<file path="src/emi_consts.vh">
/*
 * Constants for the external memory interface: config register layout,
 * reset values, memory modes and on-chip memory sizes.
 * Assumes inclusion by bare name from the emi design files.
 */
`ifndef EMI_CONSTS_VH
`define EMI_CONSTS_VH

// Config register layout
`define EMI_CFG_RESET 8'h03
`define EMI_CFG_WMASK 8'h5f
`define EMI_CFG_MUX_BIT 4
`define EMI_CFG_MODE_HI 3
`define EMI_CFG_MODE_LO 2
`define EMI_CFG_ALE_HI 1
`define EMI_CFG_ALE_LO 0

// Memory modes
`define EMI_MODE_INTERNAL 2'h0
`define EMI_MODE_SPLIT_NOBANK 2'h1
`define EMI_MODE_SPLIT_BANK 2'h2
`define EMI_MODE_EXTERNAL 2'h3

// On-chip sizes and the bank-select boundary
`define EMI_SIZE_2K 16'h0800
`define EMI_SIZE_4K 16'h1000
`define EMI_BOUND_8K 16'h2000

// Page select reset
`define EMI_PAGE_RESET 8'h00

// Fixed overhead cycles of an off-chip access
`define EMI_ACCESS_OVERHEAD 3'h4

`endif

</file>
<file path="src/emi_addr_decode.v">
/*
 * Effective address formation and on-chip/off-chip routing for external moves.
 * Assumes same-clock inputs from the CPU; purely combinational.
 */
`timescale 1ns/1ps
`include "emi_consts.vh"

module emi_addr_decode (
   // Configuration
   input wire [1:0] memoryModeField,
   input wire bigRam,
   input wire [7:0] pageSelect,
   // Request
   input wire wideMove,
   input wire [15:0] dataPointer,
   input wire [7:0] indexValue,
   // Result
   output reg offChip,
   output reg [15:0] effAddr,
   output reg [15:0] onChipAddr,
   output reg driveHigh
);

   reg [15:0] boundary;
   reg [15:0] narrowAddr;

   ////////////////////////////////////////////////////////////////////////
   // Address, route and upper-byte drive
   always @*
   begin
      boundary = bigRam ? `EMI_SIZE_4K : `EMI_SIZE_2K;
      narrowAddr = {pageSelect, indexValue};
      effAddr = wideMove ? dataPointer : narrowAddr;
      offChip = 1'b0;
      driveHigh = 1'b1;
      // Wrap keeps on-chip index inside populated memory
      onChipAddr = effAddr & (boundary - 16'h0001);
      case (memoryModeField)
         `EMI_MODE_INTERNAL:
         begin
            offChip = 1'b0;
         end
         `EMI_MODE_SPLIT_NOBANK:
         begin
            // Equal to the size is already off-chip
            offChip = (effAddr >= boundary);
            driveHigh = wideMove;
         end
         `EMI_MODE_SPLIT_BANK:
         begin
            offChip = (effAddr >= `EMI_BOUND_8K);
            driveHigh = 1'b1;
         end
         default:
         begin
            offChip = 1'b1;
            driveHigh = wideMove;
            if (!wideMove)
            begin
               effAddr = {8'h00, indexValue};
            end
         end
      endcase
   end

endmodule // emi_addr_decode

</file>
<file path="src/emi_phase_timer.v">
/*
 * Down counter that times one bus phase in system clock cycles.
 * Assumes a load pulse and a length of at least one cycle.
 */
`timescale 1ns/1ps

module emi_phase_timer (
   // Clocking
   input wire clk,
   input wire reset,
   input wire clkEn,
   // Control
   input wire load,
   input wire [2:0] length,
   // Status
   output wire done
);

   reg [2:0] count_reg;

   ////////////////////////////////////////////////////////////////////////
   // Count down to one, then report done
   always @(posedge clk or posedge reset)
   begin
      if (reset)
         count_reg <= 3'h1;
      else if (clkEn)
      begin
         if (load)
            count_reg <= length;
         else if (count_reg != 3'h1)
            count_reg <= count_reg - 3'h1;
      end
   end

   assign done = (count_reg == 3'h1);

endmodule // emi_phase_timer

</file>
<file path="src/emi_ext_mem_if.v">
/*
 * External memory interface top: config and page select registers,
 * address routing, and the off-chip bus sequencer for muxed and
 * separate address/data pin forms.
 * Assumes a CPU that raises moveStart for one cycle and waits for
 * moveDone; register writes come from the same clock domain; the read
 * data pins come from outside and are synchronised.
 */
// How it works
// - Config bit 4 picks muxed or separate bus
// - Muxed: data and low address share pins
// - Latch strobe high while low address shown
// - After strobe falls, pins carry data
// - Strobe high and low each 1-4 cycles
// - Separate form: address and data on own pins
// - Mode 00: all on-chip, wrapping at size
// - Internal 8-bit address: page high, index low
// - Internal 16-bit address from data pointer
// - Mode 01: below size on-chip, else off
// - Split 8-bit route decided by page select
// - No-bank 8-bit: upper pins undriven, index low
// - Split 16-bit: pointer routes, all pins driven
// - Mode 10: below 8k on-chip, else off
// - Bank select 8-bit: page high, index low
// - Mode 11: all off-chip, on-chip invisible
// - External 8-bit: ignore page, upper undriven
// - External 16-bit: pointer address, all pins
`timescale 1ns/1ps
`include "emi_consts.vh"

module emi_ext_mem_if (
   // Clocking
   input wire clk,
   input wire reset,
   input wire clkEn,
   // Register port
   input wire cfgWrite,
   input wire pageWrite,
   input wire [7:0] regWData,
   output wire [7:0] extMemConfigReg,
   output wire [7:0] pageSelectReg,
   // Device option
   input wire bigRam,
   // External move request
   input wire moveStart,
   input wire moveWrite,
   input wire wideMove,
   input wire [15:0] dataPointer,
   input wire [7:0] indexValue,
   input wire [7:0] moveWData,
   output wire moveDone,
   output reg [7:0] moveRData,
   // On-chip memory port
   output reg onChipSel,
   output reg [15:0] onChipAddr,
   // Address pins
   output reg [15:0] addrOut,
   output reg addrHighOe,
   output reg addrLowOe,
   // Shared or data pins
   output reg [7:0] adOut,
   input wire [7:0] adIn,
   output reg adOe,
   // Strobes
   output reg latchStrobe,
   output reg readStrobeN,
   output reg writeStrobeN
);

   // Sequencer states
   localparam ST_IDLE = 3'h0;
   localparam ST_ALE_HIGH = 3'h1;
   localparam ST_ALE_LOW = 3'h2;
   localparam ST_STROBE = 3'h3;
   localparam ST_TAIL = 3'h4;
   localparam ST_ONCHIP = 3'h5;

   reg [7:0] cfg_reg;
   reg [7:0] page_reg;
   reg [2:0] state_reg;
   reg [2:0] state_next;
   reg [7:0] adSync1_reg;
   reg [7:0] adSync2_reg;
   reg [7:0] wData_reg;
   reg write_reg;
   reg [15:0] ea_reg;
   reg highOe_reg;
   reg timerLoad;
   reg [2:0] timerLen;
   reg done_reg;

   wire muxedBusSelect;
   wire [1:0] memoryModeField;
   wire [1:0] latchStrobeWidthField;
   wire [2:0] aleCycles;
   wire decOffChip;
   wire [15:0] decAddr;
   wire [15:0] decOnChipAddr;
   wire decDriveHigh;
   wire timerDone;

   ////////////////////////////////////////////////////////////////////////
   // Config and page select registers

   assign muxedBusSelect = ~cfg_reg[`EMI_CFG_MUX_BIT];
   assign memoryModeField = cfg_reg[`EMI_CFG_MODE_HI:`EMI_CFG_MODE_LO];
   assign latchStrobeWidthField = cfg_reg[`EMI_CFG_ALE_HI:`EMI_CFG_ALE_LO];
   // Code 00..11 gives 1..4 cycles
   assign aleCycles = {1'b0, latchStrobeWidthField} + 3'h1;
   assign extMemConfigReg = cfg_reg;
   assign pageSelectReg = page_reg;

   // Unused bits 7 and 5 read as zero
   always @(posedge clk or posedge reset)
   begin
      if (reset)
      begin
         cfg_reg <= `EMI_CFG_RESET;
         page_reg <= `EMI_PAGE_RESET;
      end
      else if (clkEn)
      begin
         if (cfgWrite)
            cfg_reg <= regWData & `EMI_CFG_WMASK;
         if (pageWrite)
            page_reg <= regWData;
      end
   end

   ////////////////////////////////////////////////////////////////////////
   // Address routing

   emi_addr_decode u_decode (
      .memoryModeField(memoryModeField),
      .bigRam(bigRam),
      .pageSelect(page_reg),
      .wideMove(wideMove),
      .dataPointer(dataPointer),
      .indexValue(indexValue),
      .offChip(decOffChip),
      .effAddr(decAddr),
      .onChipAddr(decOnChipAddr),
      .driveHigh(decDriveHigh)
   );

   ////////////////////////////////////////////////////////////////////////
   // Phase timer

   emi_phase_timer u_timer (
      .clk(clk),
      .reset(reset),
      .clkEn(clkEn),
      .load(timerLoad),
      .length(timerLen),
      .done(timerDone)
   );

   ////////////////////////////////////////////////////////////////////////
   // Read pins come from outside: two-stage synchroniser
   always @(posedge clk or posedge reset)
   begin
      if (reset)
      begin
         adSync1_reg <= 8'h00;
         adSync2_reg <= 8'h00;
      end
      else if (clkEn)
      begin
         adSync1_reg <= adIn;
         adSync2_reg <= adSync1_reg;
      end
   end

   ////////////////////////////////////////////////////////////////////////
   // Sequencer next state and timer control
   always @*
   begin
      state_next = state_reg;
      timerLoad = 1'b0;
      timerLen = 3'h1;
      case (state_reg)
         ST_IDLE:
         begin
            if (moveStart)
            begin
               timerLoad = 1'b1;
               if (!decOffChip)
               begin
                  state_next = ST_ONCHIP;
               end
               else if (muxedBusSelect)
               begin
                  timerLen = aleCycles;
                  state_next = ST_ALE_HIGH;
               end
               else
               begin
                  state_next = ST_STROBE;
               end
            end
         end
         ST_ALE_HIGH:
         begin
            if (timerDone)
            begin
               timerLoad = 1'b1;
               timerLen = aleCycles;
               state_next = ST_ALE_LOW;
            end
         end
         ST_ALE_LOW:
         begin
            if (timerDone)
            begin
               timerLoad = 1'b1;
               state_next = ST_STROBE;
            end
         end
         ST_STROBE:
         begin
            if (timerDone)
            begin
               timerLoad = 1'b1;
               timerLen = `EMI_ACCESS_OVERHEAD;
               state_next = ST_TAIL;
            end
         end
         ST_TAIL:
         begin
            if (timerDone)
               state_next = ST_IDLE;
         end
         ST_ONCHIP:
         begin
            state_next = ST_IDLE;
         end
         default:
         begin
            state_next = ST_IDLE;
         end
      endcase
   end

   ////////////////////////////////////////////////////////////////////////
   // Request capture and state register
   // Route, address, upper drive and write data are frozen at start, but a config write
   // mid-access still changes the latch strobe low width, read live when that phase loads.
   always @(posedge clk or posedge reset)
   begin
      if (reset)
      begin
         state_reg <= ST_IDLE;
         wData_reg <= 8'h00;
         write_reg <= 1'b0;
         ea_reg <= 16'h0000;
         highOe_reg <= 1'b0;
         done_reg <= 1'b0;
      end
      else if (clkEn)
      begin
         state_reg <= state_next;
         done_reg <= ((state_reg == ST_TAIL) && timerDone) || (state_reg == ST_ONCHIP);
         if ((state_reg == ST_IDLE) && moveStart)
         begin
            wData_reg <= moveWData;
            write_reg <= moveWrite;
            ea_reg <= decAddr;
            highOe_reg <= decDriveHigh;
         end
      end
   end

   assign moveDone = done_reg;

   ////////////////////////////////////////////////////////////////////////
   // Pin drivers, registered
   always @(posedge clk or posedge reset)
   begin
      if (reset)
      begin
         addrOut <= 16'h0000;
         addrHighOe <= 1'b0;
         addrLowOe <= 1'b0;
         adOut <= 8'h00;
         adOe <= 1'b0;
         latchStrobe <= 1'b0;
         readStrobeN <= 1'b1;
         writeStrobeN <= 1'b1;
         onChipSel <= 1'b0;
         onChipAddr <= 16'h0000;
         moveRData <= 8'h00;
      end
      else if (clkEn)
      begin
         latchStrobe <= 1'b0;
         readStrobeN <= 1'b1;
         writeStrobeN <= 1'b1;
         onChipSel <= 1'b0;
         // Read data taken at the tail end, past the synchroniser delay
         if ((state_reg == ST_TAIL) && timerDone && !write_reg)
            moveRData <= adSync2_reg;
         case (state_next)
            ST_ALE_HIGH:
            begin
               // Low address on shared pins while the latch is open
               // Later cycles of the phase use the captured address, not live inputs
               latchStrobe <= 1'b1;
               adOut <= (state_reg == ST_IDLE) ? decAddr[7:0] : ea_reg[7:0];
               adOe <= 1'b1;
               addrOut <= (state_reg == ST_IDLE) ? {decAddr[15:8], 8'h00} : {ea_reg[15:8], 8'h00};
               addrHighOe <= (state_reg == ST_IDLE) ? decDriveHigh : highOe_reg;
               addrLowOe <= 1'b0;
            end
            ST_ALE_LOW:
            begin
               // Latch now holds; a write puts its data on the pins, a read releases them
               adOut <= write_reg ? wData_reg : adOut;
               adOe <= write_reg;
            end
            ST_STROBE:
            begin
               // Data owns the pins by the time a strobe asserts
               adOut <= (state_reg == ST_IDLE) ? moveWData : wData_reg;
               adOe <= (state_reg == ST_IDLE) ? moveWrite : write_reg;
               if (state_reg == ST_IDLE)
               begin
                  addrOut <= decAddr;
                  addrHighOe <= decDriveHigh;
                  addrLowOe <= 1'b1;
                  readStrobeN <= moveWrite;
                  writeStrobeN <= ~moveWrite;
               end
               else
               begin
                  readStrobeN <= write_reg;
                  writeStrobeN <= ~write_reg;
               end
            end
            ST_TAIL:
            begin
               // Pins hold their values through the tail
            end
            ST_ONCHIP:
            begin
               onChipSel <= 1'b1;
               onChipAddr <= decOnChipAddr;
            end
            default:
            begin
               adOe <= 1'b0;
               addrHighOe <= 1'b0;
               addrLowOe <= 1'b0;
            end
         endcase
      end
   end

endmodule // emi_ext_mem_if

</file>
<file path="config.mk">
export PLATFORM = sky130hd
export DESIGN_NAME = emi_ext_mem_if
export DESIGN_NICKNAME = d
export VERILOG_FILES = /design/src/emi_addr_decode.v /design/src/emi_phase_timer.v /design/src/emi_ext_mem_if.v
export VERILOG_INCLUDE_DIRS = /design/src
export SDC_FILE = /design/constraint.sdc
export NUM_CORES = 1
export LEC_CHECK = 0
export ABC_AREA = 1
export BUFFER_PORTS_ARGS = -buffer_cell sky130_fd_sc_hd__buf_4
export CAP_MARGIN = 20
export CORE_ASPECT_RATIO = 1.1
export CORE_MARGIN = 5
export CORE_UTILIZATION = 50
export CTS_BUF_LIST = sky130_fd_sc_hd__clkbuf_8
export CTS_CLUSTER_SIZE = 40
export DETAILED_ROUTE_END_ITERATION = 10
export GPL_ROUTABILITY_DRIVEN = 0
export MAX_ROUTING_LAYER = met4
export PLACE_DENSITY = 0.74
export SLEW_MARGIN = 40
export SYNTH_ARGS = -nofsm -noshare
export SYNTH_HDL_FRONTEND = slang
export SYNTH_SLANG_ARGS = --single-unit
</file>
<file path="constraint.sdc">
create_clock -name clk -period 9.6 [get_ports clk]
set_input_delay 0.48 -clock clk [delete_from_list [all_inputs] [get_ports clk]]
set_output_delay 0.48 -clock clk [all_outputs]
set_load 0.005 [all_outputs]
</file>
* After elaboration in Yosys (flattened, before gate mapping)
Cells that the tools add are included.
** Word-level totals
- Bits in registers :: 118
- Latch bits :: 0
- Bits in writable memories :: 0
- ROM bits :: 0
- Output and inout port bits :: 72
- Logic and storage cells :: 117
- Memories :: 0
** Operators by class
- Add/subtract/negate cells :: 3
- Multipliers :: 0
- Divide/modulo/power cells :: 0
- $lt $le $gt $ge :: 2
- Eq/ne operators :: 16
- Shift operators :: 0
- Muxes and demuxes :: 44
- Bitwise gates (word level) :: 5
- Reduce and logical (&&, ||, !) cells :: 25
** Operators with widths (count)
- 16-bit two-way mux :: 5
- 3-bit two-way mux :: 13
- 16-bit case mux with 2 select lines :: 1
- 8-bit two-way mux :: 3
- 8-bit case mux with 3 select lines :: 1
- 16-bit AND :: 1
- 16-bit by 14-bit greater-or-equal comparator with 1-bit output (second input constant) :: 1
- 16-bit greater-or-equal comparator :: 1
- 16-bit by 1-bit subtractor with 16-bit output (second input constant) :: 1
- 3-bit case mux with 5 select lines :: 1
- 2-bit AND reduction :: 7
- 13-bit two-way mux :: 1
- 3-bit by 2-bit == test with 1-bit output (second input constant) :: 4
- 3-bit == test (second input constant) :: 4
- 1-bit two-way mux :: 12
- 3-bit by 1-bit == test with 1-bit output (second input constant) :: 3
- 3-bit case mux with 3 select lines :: 1
- 3-bit AND reduction :: 3
- 3-bit OR reduction :: 3
- 1-bit case mux with 3 select lines :: 2
- 2-bit != test (second input constant) :: 2
- 1-bit inverter :: 4
- 1-bit case mux with 2 select lines :: 2
- 1-bit case mux with 4 select lines :: 1
- 14 further kinds :: 18

* Logic depth before layout (Yosys ltp)
Gate-level depths: netlist (run 1).
- Depth after elaboration :: 10
- Gate-level depth with buffers :: 24

* By module
From an unflattened synthesis (run 1), not the netlist that was laid out.
** Unflattened totals
- Cell total of the unflattened synthesis :: 773
- Area total of the unflattened synthesis :: 6216.0 µm²
** Modules (own cells, without submodules)
- emi_ext_mem_if :: instances 1, cells an instance 630, area an instance 5400.2 µm², seq. area each 2882.8 µm²
- emi_addr_decode :: instances 1, cells an instance 111, area an instance 586.8 µm², seq. area each 0.0 µm²
- emi_phase_timer :: instances 1, cells an instance 32, area an instance 229.0 µm², seq. area each 76.3 µm²

* Worst setup path before layout (run 1)
No wires, ideal clock.
- Path type :: input port to flip-flop
- Start :: input port wideMove
- End :: register addrOut[0]
- Arrival :: 2.441 ns
- Setup slack :: 7.042 ns
- Stages on the path :: 24
- Cells stage by stage :: buf_6 > buf_4 > nand2_1 > inv_1 > a21oi_1 > ha_1 > nand2_1 > nor2_1 > nand2_1 > nor2_1 > nand2_1 > nand2_1 > nand2_1 > nand2_2 > nand2_2 > nand2_2 > nand2_2 > nor2_4 > inv_2 > nor2_8 > nand2_4 > buf_8 > nand2_2 > o21ai_2
** On the way
- Word-level cells in the longest chain between the ends :: 9
** RTL lines
- from (decl) :: RTL line emi_ext_mem_if.v:47 : input wire wideMove,
- 16-bit two-way mux :: RTL line emi_addr_decode.v:33 : effAddr = wideMove ? dataPointer : narrowAddr;
- 16-bit by 14-bit greater-or-equal comparator with 1-bit output (no line) or 16-bit greater-or-equal comparator (tied branches)
- 1-bit case mux with 3 select lines :: RTL line emi_addr_decode.v:38 : case (memoryModeField)
- 3-bit two-way mux :: RTL line emi_ext_mem_if.v:187 : if (!decOffChip)
- 3-bit two-way mux :: RTL line emi_ext_mem_if.v:184 : if (moveStart)
- 3-bit case mux with 5 select lines :: RTL line emi_ext_mem_if.v:181 : case (state_reg)
- 3-bit by 2-bit == test with 1-bit output or 3-bit by 1-bit == test with 1-bit output (tied branches) :: RTL line emi_ext_mem_if.v:302 : case (state_next)
- 2-bit != test (no line) or 2-bit nonzero test (tied branches)
- 3-bit AND reduction (no line)
- to (signal assigned) :: RTL line emi_ext_mem_if.v:310 : addrOut <= (state_reg == ST_IDLE) ? {decAddr[15:8], 8'h00} : {ea_reg[15:8], 8'h00};
- to (signal assigned) :: RTL line emi_ext_mem_if.v:327 : addrOut <= decAddr;
- to (decl) :: RTL line emi_ext_mem_if.v:57 : output reg [15:0] addrOut,
Parallel ways exist; a longest one is shown, timed or not. The select of a mux whose other input is x is not followed.
A chain may end at the register's enable or synchronous reset.

* Worst setup path in the final report (run 1)
- Start :: register state_reg[0]
- End :: register addrOut[7]
** On the way
- Word-level cells in the longest chain between the ends :: 5
** RTL lines
- from (decl) :: RTL line emi_ext_mem_if.v:80 : reg [2:0] state_reg;
- from (signal assigned) :: RTL line emi_ext_mem_if.v:261 : state_reg <= state_next;
- 3-bit == test, or another cell as far along :: RTL line emi_ext_mem_if.v:181
- 3-bit case mux with 5 select lines :: RTL line emi_ext_mem_if.v:181
- 3-bit by 2-bit == test with 1-bit output or 3-bit by 1-bit == test with 1-bit output (tied branches) :: RTL line emi_ext_mem_if.v:302
- 2-bit != test (no line) or 2-bit nonzero test (tied branches)
- 3-bit AND reduction (no line)
Parallel ways exist; a longest one is shown, timed or not.

==> results.md, run 1 <==
* Critical path's largest stage delay at 0.53 ns
* Total non-filler cell area in the finished layout at 7220 um2
* Placeable Area at 11500 um2
* Die H at 124 um
* Type of the setup path with the least slack: register to register
* Hold buffers post-CTS at 0
* Number of vias per cell after detailed routing at 5.06
* Number of vias after detailed routing at 5275
* Layout Skew at 0.0163 ns
* Ys async rst share at 100%
* Detailed-route wire length at 14400 um
* Sequential share of power at 37.5%
* Part of the Yosys area used for sequential elements at 48.8%
* Most area-hungry cell type in the Yosys netlist: dfrtp_1
* Tightest Hold Check Type: input pin to async pin
* Transition time at the pin with the least slew margin at 0.779 ns
* Setup repair after global routing missed its margin: no
* Number of buffers and inverters on the critical path at 5
* Count of input and output buffers at 122
* Total die area at 14000 um2
* Fill cell total of the finished layout at 1024
* Outcome: complete, no violations
* Area after DPL at 6790 um2
* Total leakage power at 3.81 nW
* Cell Area, Synth at 5860 um2
* Pint at 1.21 mW
* Global Route Usage Sum at 22.3%
* Antenna violations before repair at 0
* Yosys warning count at 0
* Number of maximum-capacitance violations at 0
* Crit-path cells: nor2_1 -> inv_1 -> nor2_4 -> nand2_1 -> inv_1 -> a211oi_2 -> buf_4 -> inv_2 -> nand2_1 -> inv_1 -> nand2_1 -> o21ai_2
* DR WL/cell at 13.8 um
* Pwr dens at 274 nW/um2
* Synth Flop Type: dfrtp_1
* Family with the most delay on the worst path: simple AND/OR/NAND/NOR gates
* Final hold vios at 0
* Highest achievable clock rate at 0.305 GHz
* CTS resizes at 0
* Most frequent cell after synthesis: nand2_1
* Period minus WS final at 3.28 ns
* Clock tree buffer depth at 2
* Effective utilization at floorplan at 51.0%
* Detailed-routing iteration count for the pre-antenna-repair pass at 6
* Average footprint of a synthesized cell at 7.63 um2
* Clock tree from TritonCTS: done
* Most used standard cells in the synthesized netlist: 287 x nand2_1, 109 x dfrtp_1, 101 x o21ai_0
* DPL Wire Length at 10500 um
* Wire length of the first global-routing pass at 24100 um
* Aggregate global routing overflow at 0
* TNS Setup at 0 ns
* Proportion of power drawn by the clock network at 24.2%
* Worst EP arrival at 3.63 ns
* Max-slew violations at 0
* Net Switching at 0.768 mW
* Largest net degree at the start of global routing at 64
* H-tree levels at 4
* Post-route DRC at 0
* Kind of end point of the critical path: register
* Post-detailed-route count of antenna-violating nets at 0
* Number of violations reported at the end of detailed-routing iteration 0 at 477
* Yosys top cell area share at 46.5%
* Library cells used by synthesis at 38
* Inserted Diodes at 0
* Clock buffers created by TritonCTS at 17
* CTS sink cnt at 114
* Share of cells above drive strength 1 at 22.9%
* Top fanout value on the critical path at 37
* Growth of design area from synthesis to finish at 23.2%
* Root Buffer Master: clkbuf_8
* Synth Register Bits at 114
* Net switching fraction of the power at 38.8%
* Number of standard cells after synthesis at 768
* EDFF count, synth at 0
* Die extent in x at 113 um
* Number of global-route vias before repair at 5027
* Clock input transition at the sequential cells of the worst setup and hold paths at 0.08 ns
* Peak supply drop at 0.130 mV
* Worst Path Required at 9.96 ns
* Finish-stage setup viols at 0
* Cells taking the most area after synthesis: dfrtp_1 47%, nand2_1 18%, o21ai_0 8.6%
* Count of standard-cell rows at 41
* I/O pin count at 129
* Number of buffers inserted by post-CTS setup repair at 0
* Period utilization at 34.1%
* Slowest stage cell on the critical path: nor2_4
* Worst slew margin relative to its limit at 47.8%
* Net total in the final layout at 942
* Clock latency on the worst-skew pair at 0.43 ns
* Combinational fraction of design power at 38.2%
* Startpoint type of the worst setup path: register
[path summary, 6_finish.rpt]
path | cells past startpoint | startpoint | end | slack, ns
max in group asynchronous | 3 | reset | ea_reg[9] | 8.50
min reg2reg | 2 | adSync1_reg[7] | adSync1_reg[7] | 0.47
min in group clk | 3 | adIn[7] | adSync1_reg[7] | 0.24
max | 12 | state_reg[0] | addrOut[7] | 6.32
min | 2 | reset | adOe | 0.13
max reg2reg | 12 | state_reg[0] | addrOut[7] | 6.32
[stage by stage]
stage | utilization [%] | hold WS [ns] | instances | worst slack, ns | power (mW)
5_1_grt | 62.8 | 0.160 | 1042 | 5.99 | 2.13
4_1_cts | 62.8 | 0.132 | 1042 | 6.36 | 1.99
3_5_place_dp | 59.1 | 0.459 | 1010 | 6.12 | 1.50
6_report | 62.8 | 0.127 | 1042 | 6.32 | 1.98
3_3_place_gp | 59.0 | 0.457 | 1010 | 5.99 | 1.48
2_1_floorplan | - | 0.442 | 773 | 6.11 | 1.22
[layout make-up]
| cell class | count | area (um2) | share of cell area [%] |
|---|---|---|---|
| clock buffer | 18 | 248 | 3.43 |
| clock inverter | 14 | 180 | 2.49 |
| multi-input combinational | 536 | 2480 | 34.4 |
| tap | 150 | 188 | 2.60 |
| timing repair buffer | 124 | 935 | 12.9 |
| inverter | 86 | 328 | 4.54 |
| sequential | 114 | 2860 | 39.6 |
[cell usage in the layout (no fill, tap or decap), drive strengths merged, types with 5 or more instances in the layout]
| cell | n |
|---|---|
| nand2 | 306 |
| buf | 124 |
| dfrtp | 109 |
| o21ai | 109 |
| inv | 87 |
| nand3 | 47 |
| nor2 | 35 |
| clkbuf | 18 |
| a21oi | 11 |
| ha | 6 |
| conb | 6 |
| clkinvlp | 5 |
| dfstp | 5 |
| clkinv | 5 |
[worst register-to-register path: stages (launching register included)]
cell and delay (ns):
dfrtp_1 0.42, nor2_1 0.22, inv_1 0.11, nor2_4 0.53, nand2_1 0.26, inv_1 0.17
a211oi_2 0.05, buf_4 0.22, inv_2 0.30, nand2_1 0.36, inv_1 0.31, nand2_1 0.12
o21ai_2 0.14
[cells by family after synthesis]
logic type | share of synthesized area, %
adders and majority gates | 1.28
other | 0.0640
muxes | 0.192
buffers and inverters | 9.31
xor gates and xnor gates | 0.149
AOI/OAI and AO/OA | 11.8
and+or+nand+nor | 28.4
DFF | 48.8
[power by group through the flow]
stage	clock network (mW)	registers [mW]	logic, mW
finish	0.480	0.743	0.757
CTS	0.486	0.743	0.757
global route	0.509	0.763	0.859
global placement	0	0.744	0.732
detailed placement	0	0.750	0.754
floorplan	0	0.734	0.485
[per-layer routing]
metal  up-vias  GRT usage, %  wire length, um
met4         0          5.79              181
met5         -             -                0
li1       2629             -                -
met2       156          35.5             7150
met3        18          5.19              747
met1      2472          29.0             6290
No activity file was read; power rests on OpenSTA's default activity.
==> run 2, diff against run 1 <==
PLACE_DENSITY = 0.77   (was 0.74)
clock period = 2.85 ns   (was 9.6 ns; I/O delays follow)
==> run 2 against run 1 <==
Cell count grew 2.9%. Register-to-register slack lost 6.1 ns. Global-route usage grew 0.054 points. Sequential cell count is the same. Sequential power grew to 3.4 times the previous value. Maximum frequency grew 26%.
==> results.md, run 2 (same netlist as run 1, synthesis figures left out) <==
* Outcome: complete, no violations
* Peak supply drop at 0.498 mV
* Family with the most delay on the worst path: simple AND/OR/NAND/NOR gates
* Kind of end point of the critical path: register
* Slowest stage cell on the critical path: dfstp_2
* Worst EP arrival at 2.94 ns
* Worst setup slack for register-to-register paths at 0.26 ns
* Detailed-routing iteration count for the pre-antenna-repair pass at 5
* Hold Path Stages at 3
* Most frequent cells in the layout: 286 x nand2_1, 134 x buf_4, 109 x dfrtp_1
* Transition time at the pin with the least slew margin at 0.681 ns
* Period minus WS final at 2.59 ns
* Worst Path Required at 3.20 ns
* Worst slew margin relative to its limit at 54.5%
* Hold wc startpoint: regWData[4]
* I/O pin count at 129
* Final hold vios at 0
* Clock tree buffer depth at 2
* TNS Setup at 0 ns
* Worst reg2reg path depth at 12
* Die extent in x at 113 um
* Worst-case hold path end point: pageSelectReg[4]
* Antenna violations before repair at 0
* Crit-path cells: ha_1 -> inv_1 -> nor2_1 -> nor2_1 -> a211oi_2 -> inv_2 -> buf_4 -> nand3_2 -> nand2_8 -> inv_2 -> nand2_1 -> nand2_1
* Critical path's largest stage delay at 0.53 ns
* Largest net degree at the start of global routing at 73
* Post-detailed-route count of antenna-violating nets at 0
* Aggregate global routing overflow at 0
* Post-route DRC at 0
* DR WL/cell at 13.7 um
* Finish-stage setup viols at 0
* Post-placement worst setup slack at 0.238 ns
* Number of vias after detailed routing at 5358
* Growth of design area from synthesis to finish at 27.3%
* Max-slew violations at 0
* Fin worst setup slack at 0.259 ns
* Startpoint of the worst register-to-register path: u_timer.count_reg[0]
* Number of maximum-capacitance violations at 0
* Share of cells above drive strength 1 at 23.4%
* Utilization after layout at 64.9%
* Clock input transition at the sequential cells of the worst setup and hold paths at 0.08 ns
* Setup repair after global routing missed its margin: no
* Pwr dens at 883 nW/um2
* Design Power at 6.59 mW
* Tightest Hold Check Type: input pin to register
* Number of buffers and inverters on the critical path at 4
* Net total in the final layout at 973
* Number of vias per cell after detailed routing at 5.00
* Reg2Reg Capture Point: addrOut[14]
* Total die area at 14000 um2
* Clock buffers created by TritonCTS at 17
* Total leakage power at 3.93 nW
* Effective utilization at floorplan at 51.0%
* H-tree levels at 4
* Wire length of the first global-routing pass at 24100 um
* Highest achievable clock rate at 0.386 GHz
* Placeable Area at 11500 um2
* Type of the setup path with the least slack: register to register
* Count of standard-cell rows at 41
* DPL Wire Length at 10500 um
* Count of input and output buffers at 122
* Startpoint type of the worst setup path: register
* Number of global-route vias before repair at 4954
* Top fanout value on the critical path at 24
* Leading cell type in the layout, fill and taps excluded: nand2_1
* Layout Skew at 0.0133 ns
* Number of violations reported at the end of detailed-routing iteration 0 at 311
* CTS sink cnt at 114
* Period utilization at 90.9%
* Global Route Usage Sum at 22.3%
* Clock tree from TritonCTS: done
* Clock latency on the worst-skew pair at 0.42 ns
* Die H at 124 um
* Root Buffer Master: clkbuf_8
* Inserted Diodes at 0
* Detailed-route wire length at 14700 um
-- run 2: cell count changes in the layout (fill, tap and decap cells not counted), sizes merged --
cell | previous run | this run
dlygate4sd3 | 0 | 20
clkinv | 5 | 6
bufinv | 3 | 2
buf | 124 | 135
inv | 87 | 86
-- run 2: cell type report --
cell class                      count  area [um2]
Inverter                           86         329
Sequential cell                   114        2860
Tap cell                          150         188
Timing Repair Buffer              155        1220
Clock inverter                     13         136
Multi-Input combinational cell    536        2490
Fill cell                        1057        4030
Clock buffer                       18         248
-- run 2: worst max path at each step --
stage / from / slack, ns / to / cells past startpoint
after CTS: pageSelectReg[4] / 0.23 / addrOut[2] / 19
final: u_timer.count_reg[0] / 0.26 / addrOut[14] / 12
after global placement: wideMove / 0.31 / addrOut[7] / 20
after floorplan: u_timer.count_reg[0] / 0.62 / adOut[4] / 11
after detailed placement: wideMove / 0.24 / addrOut[2] / 20
after global routing: pageSelectReg[4] / 0.02 / adOut[4] / 20
-- run 2: what timing repair did --
item	in CTS	in global routing
gates resized for setup	0	3
setup buffers	0	0
endpoints found under the setup margin	0	9
hold buffers	20	0
endpoints found under the hold margin	131	0
-- run 2: layer usage --
layer	part of all wire, %	global-route usage [%]
met1	43	28.3
met2	51	36.5
met3	5.0	4.31
met4	1.8	7.14
met5	0	-
-- run 2: metrics by stage --
stage                     instances  area (um2)  hold slack (ns)
after floorplan                 773        5880            0.259
after global placement         1021        6860            0.329
after detailed placement       1021        6870            0.344
after CTS                      1072        7450          0.00103
after global routing           1072        7460          0.00755
final                          1072        7460           0.0245
-- run 2: report_power, final --
group / internal (mW) / leakage, nW / switching (mW)
clock network: 0.794 / 0.187 / 0.681
registers: 2.17 / 1.44 / 0.324
logic: 1.08 / 2.31 / 1.54
total: 4.04 / 3.93 / 2.54
-- run 2: tightest hold or removal path: cells and delay by family --
kind | cells | cell delay, ns
AO/OA/AOI/OAI | 1 | 0.08
buffers and inverters | 2 | 0.18
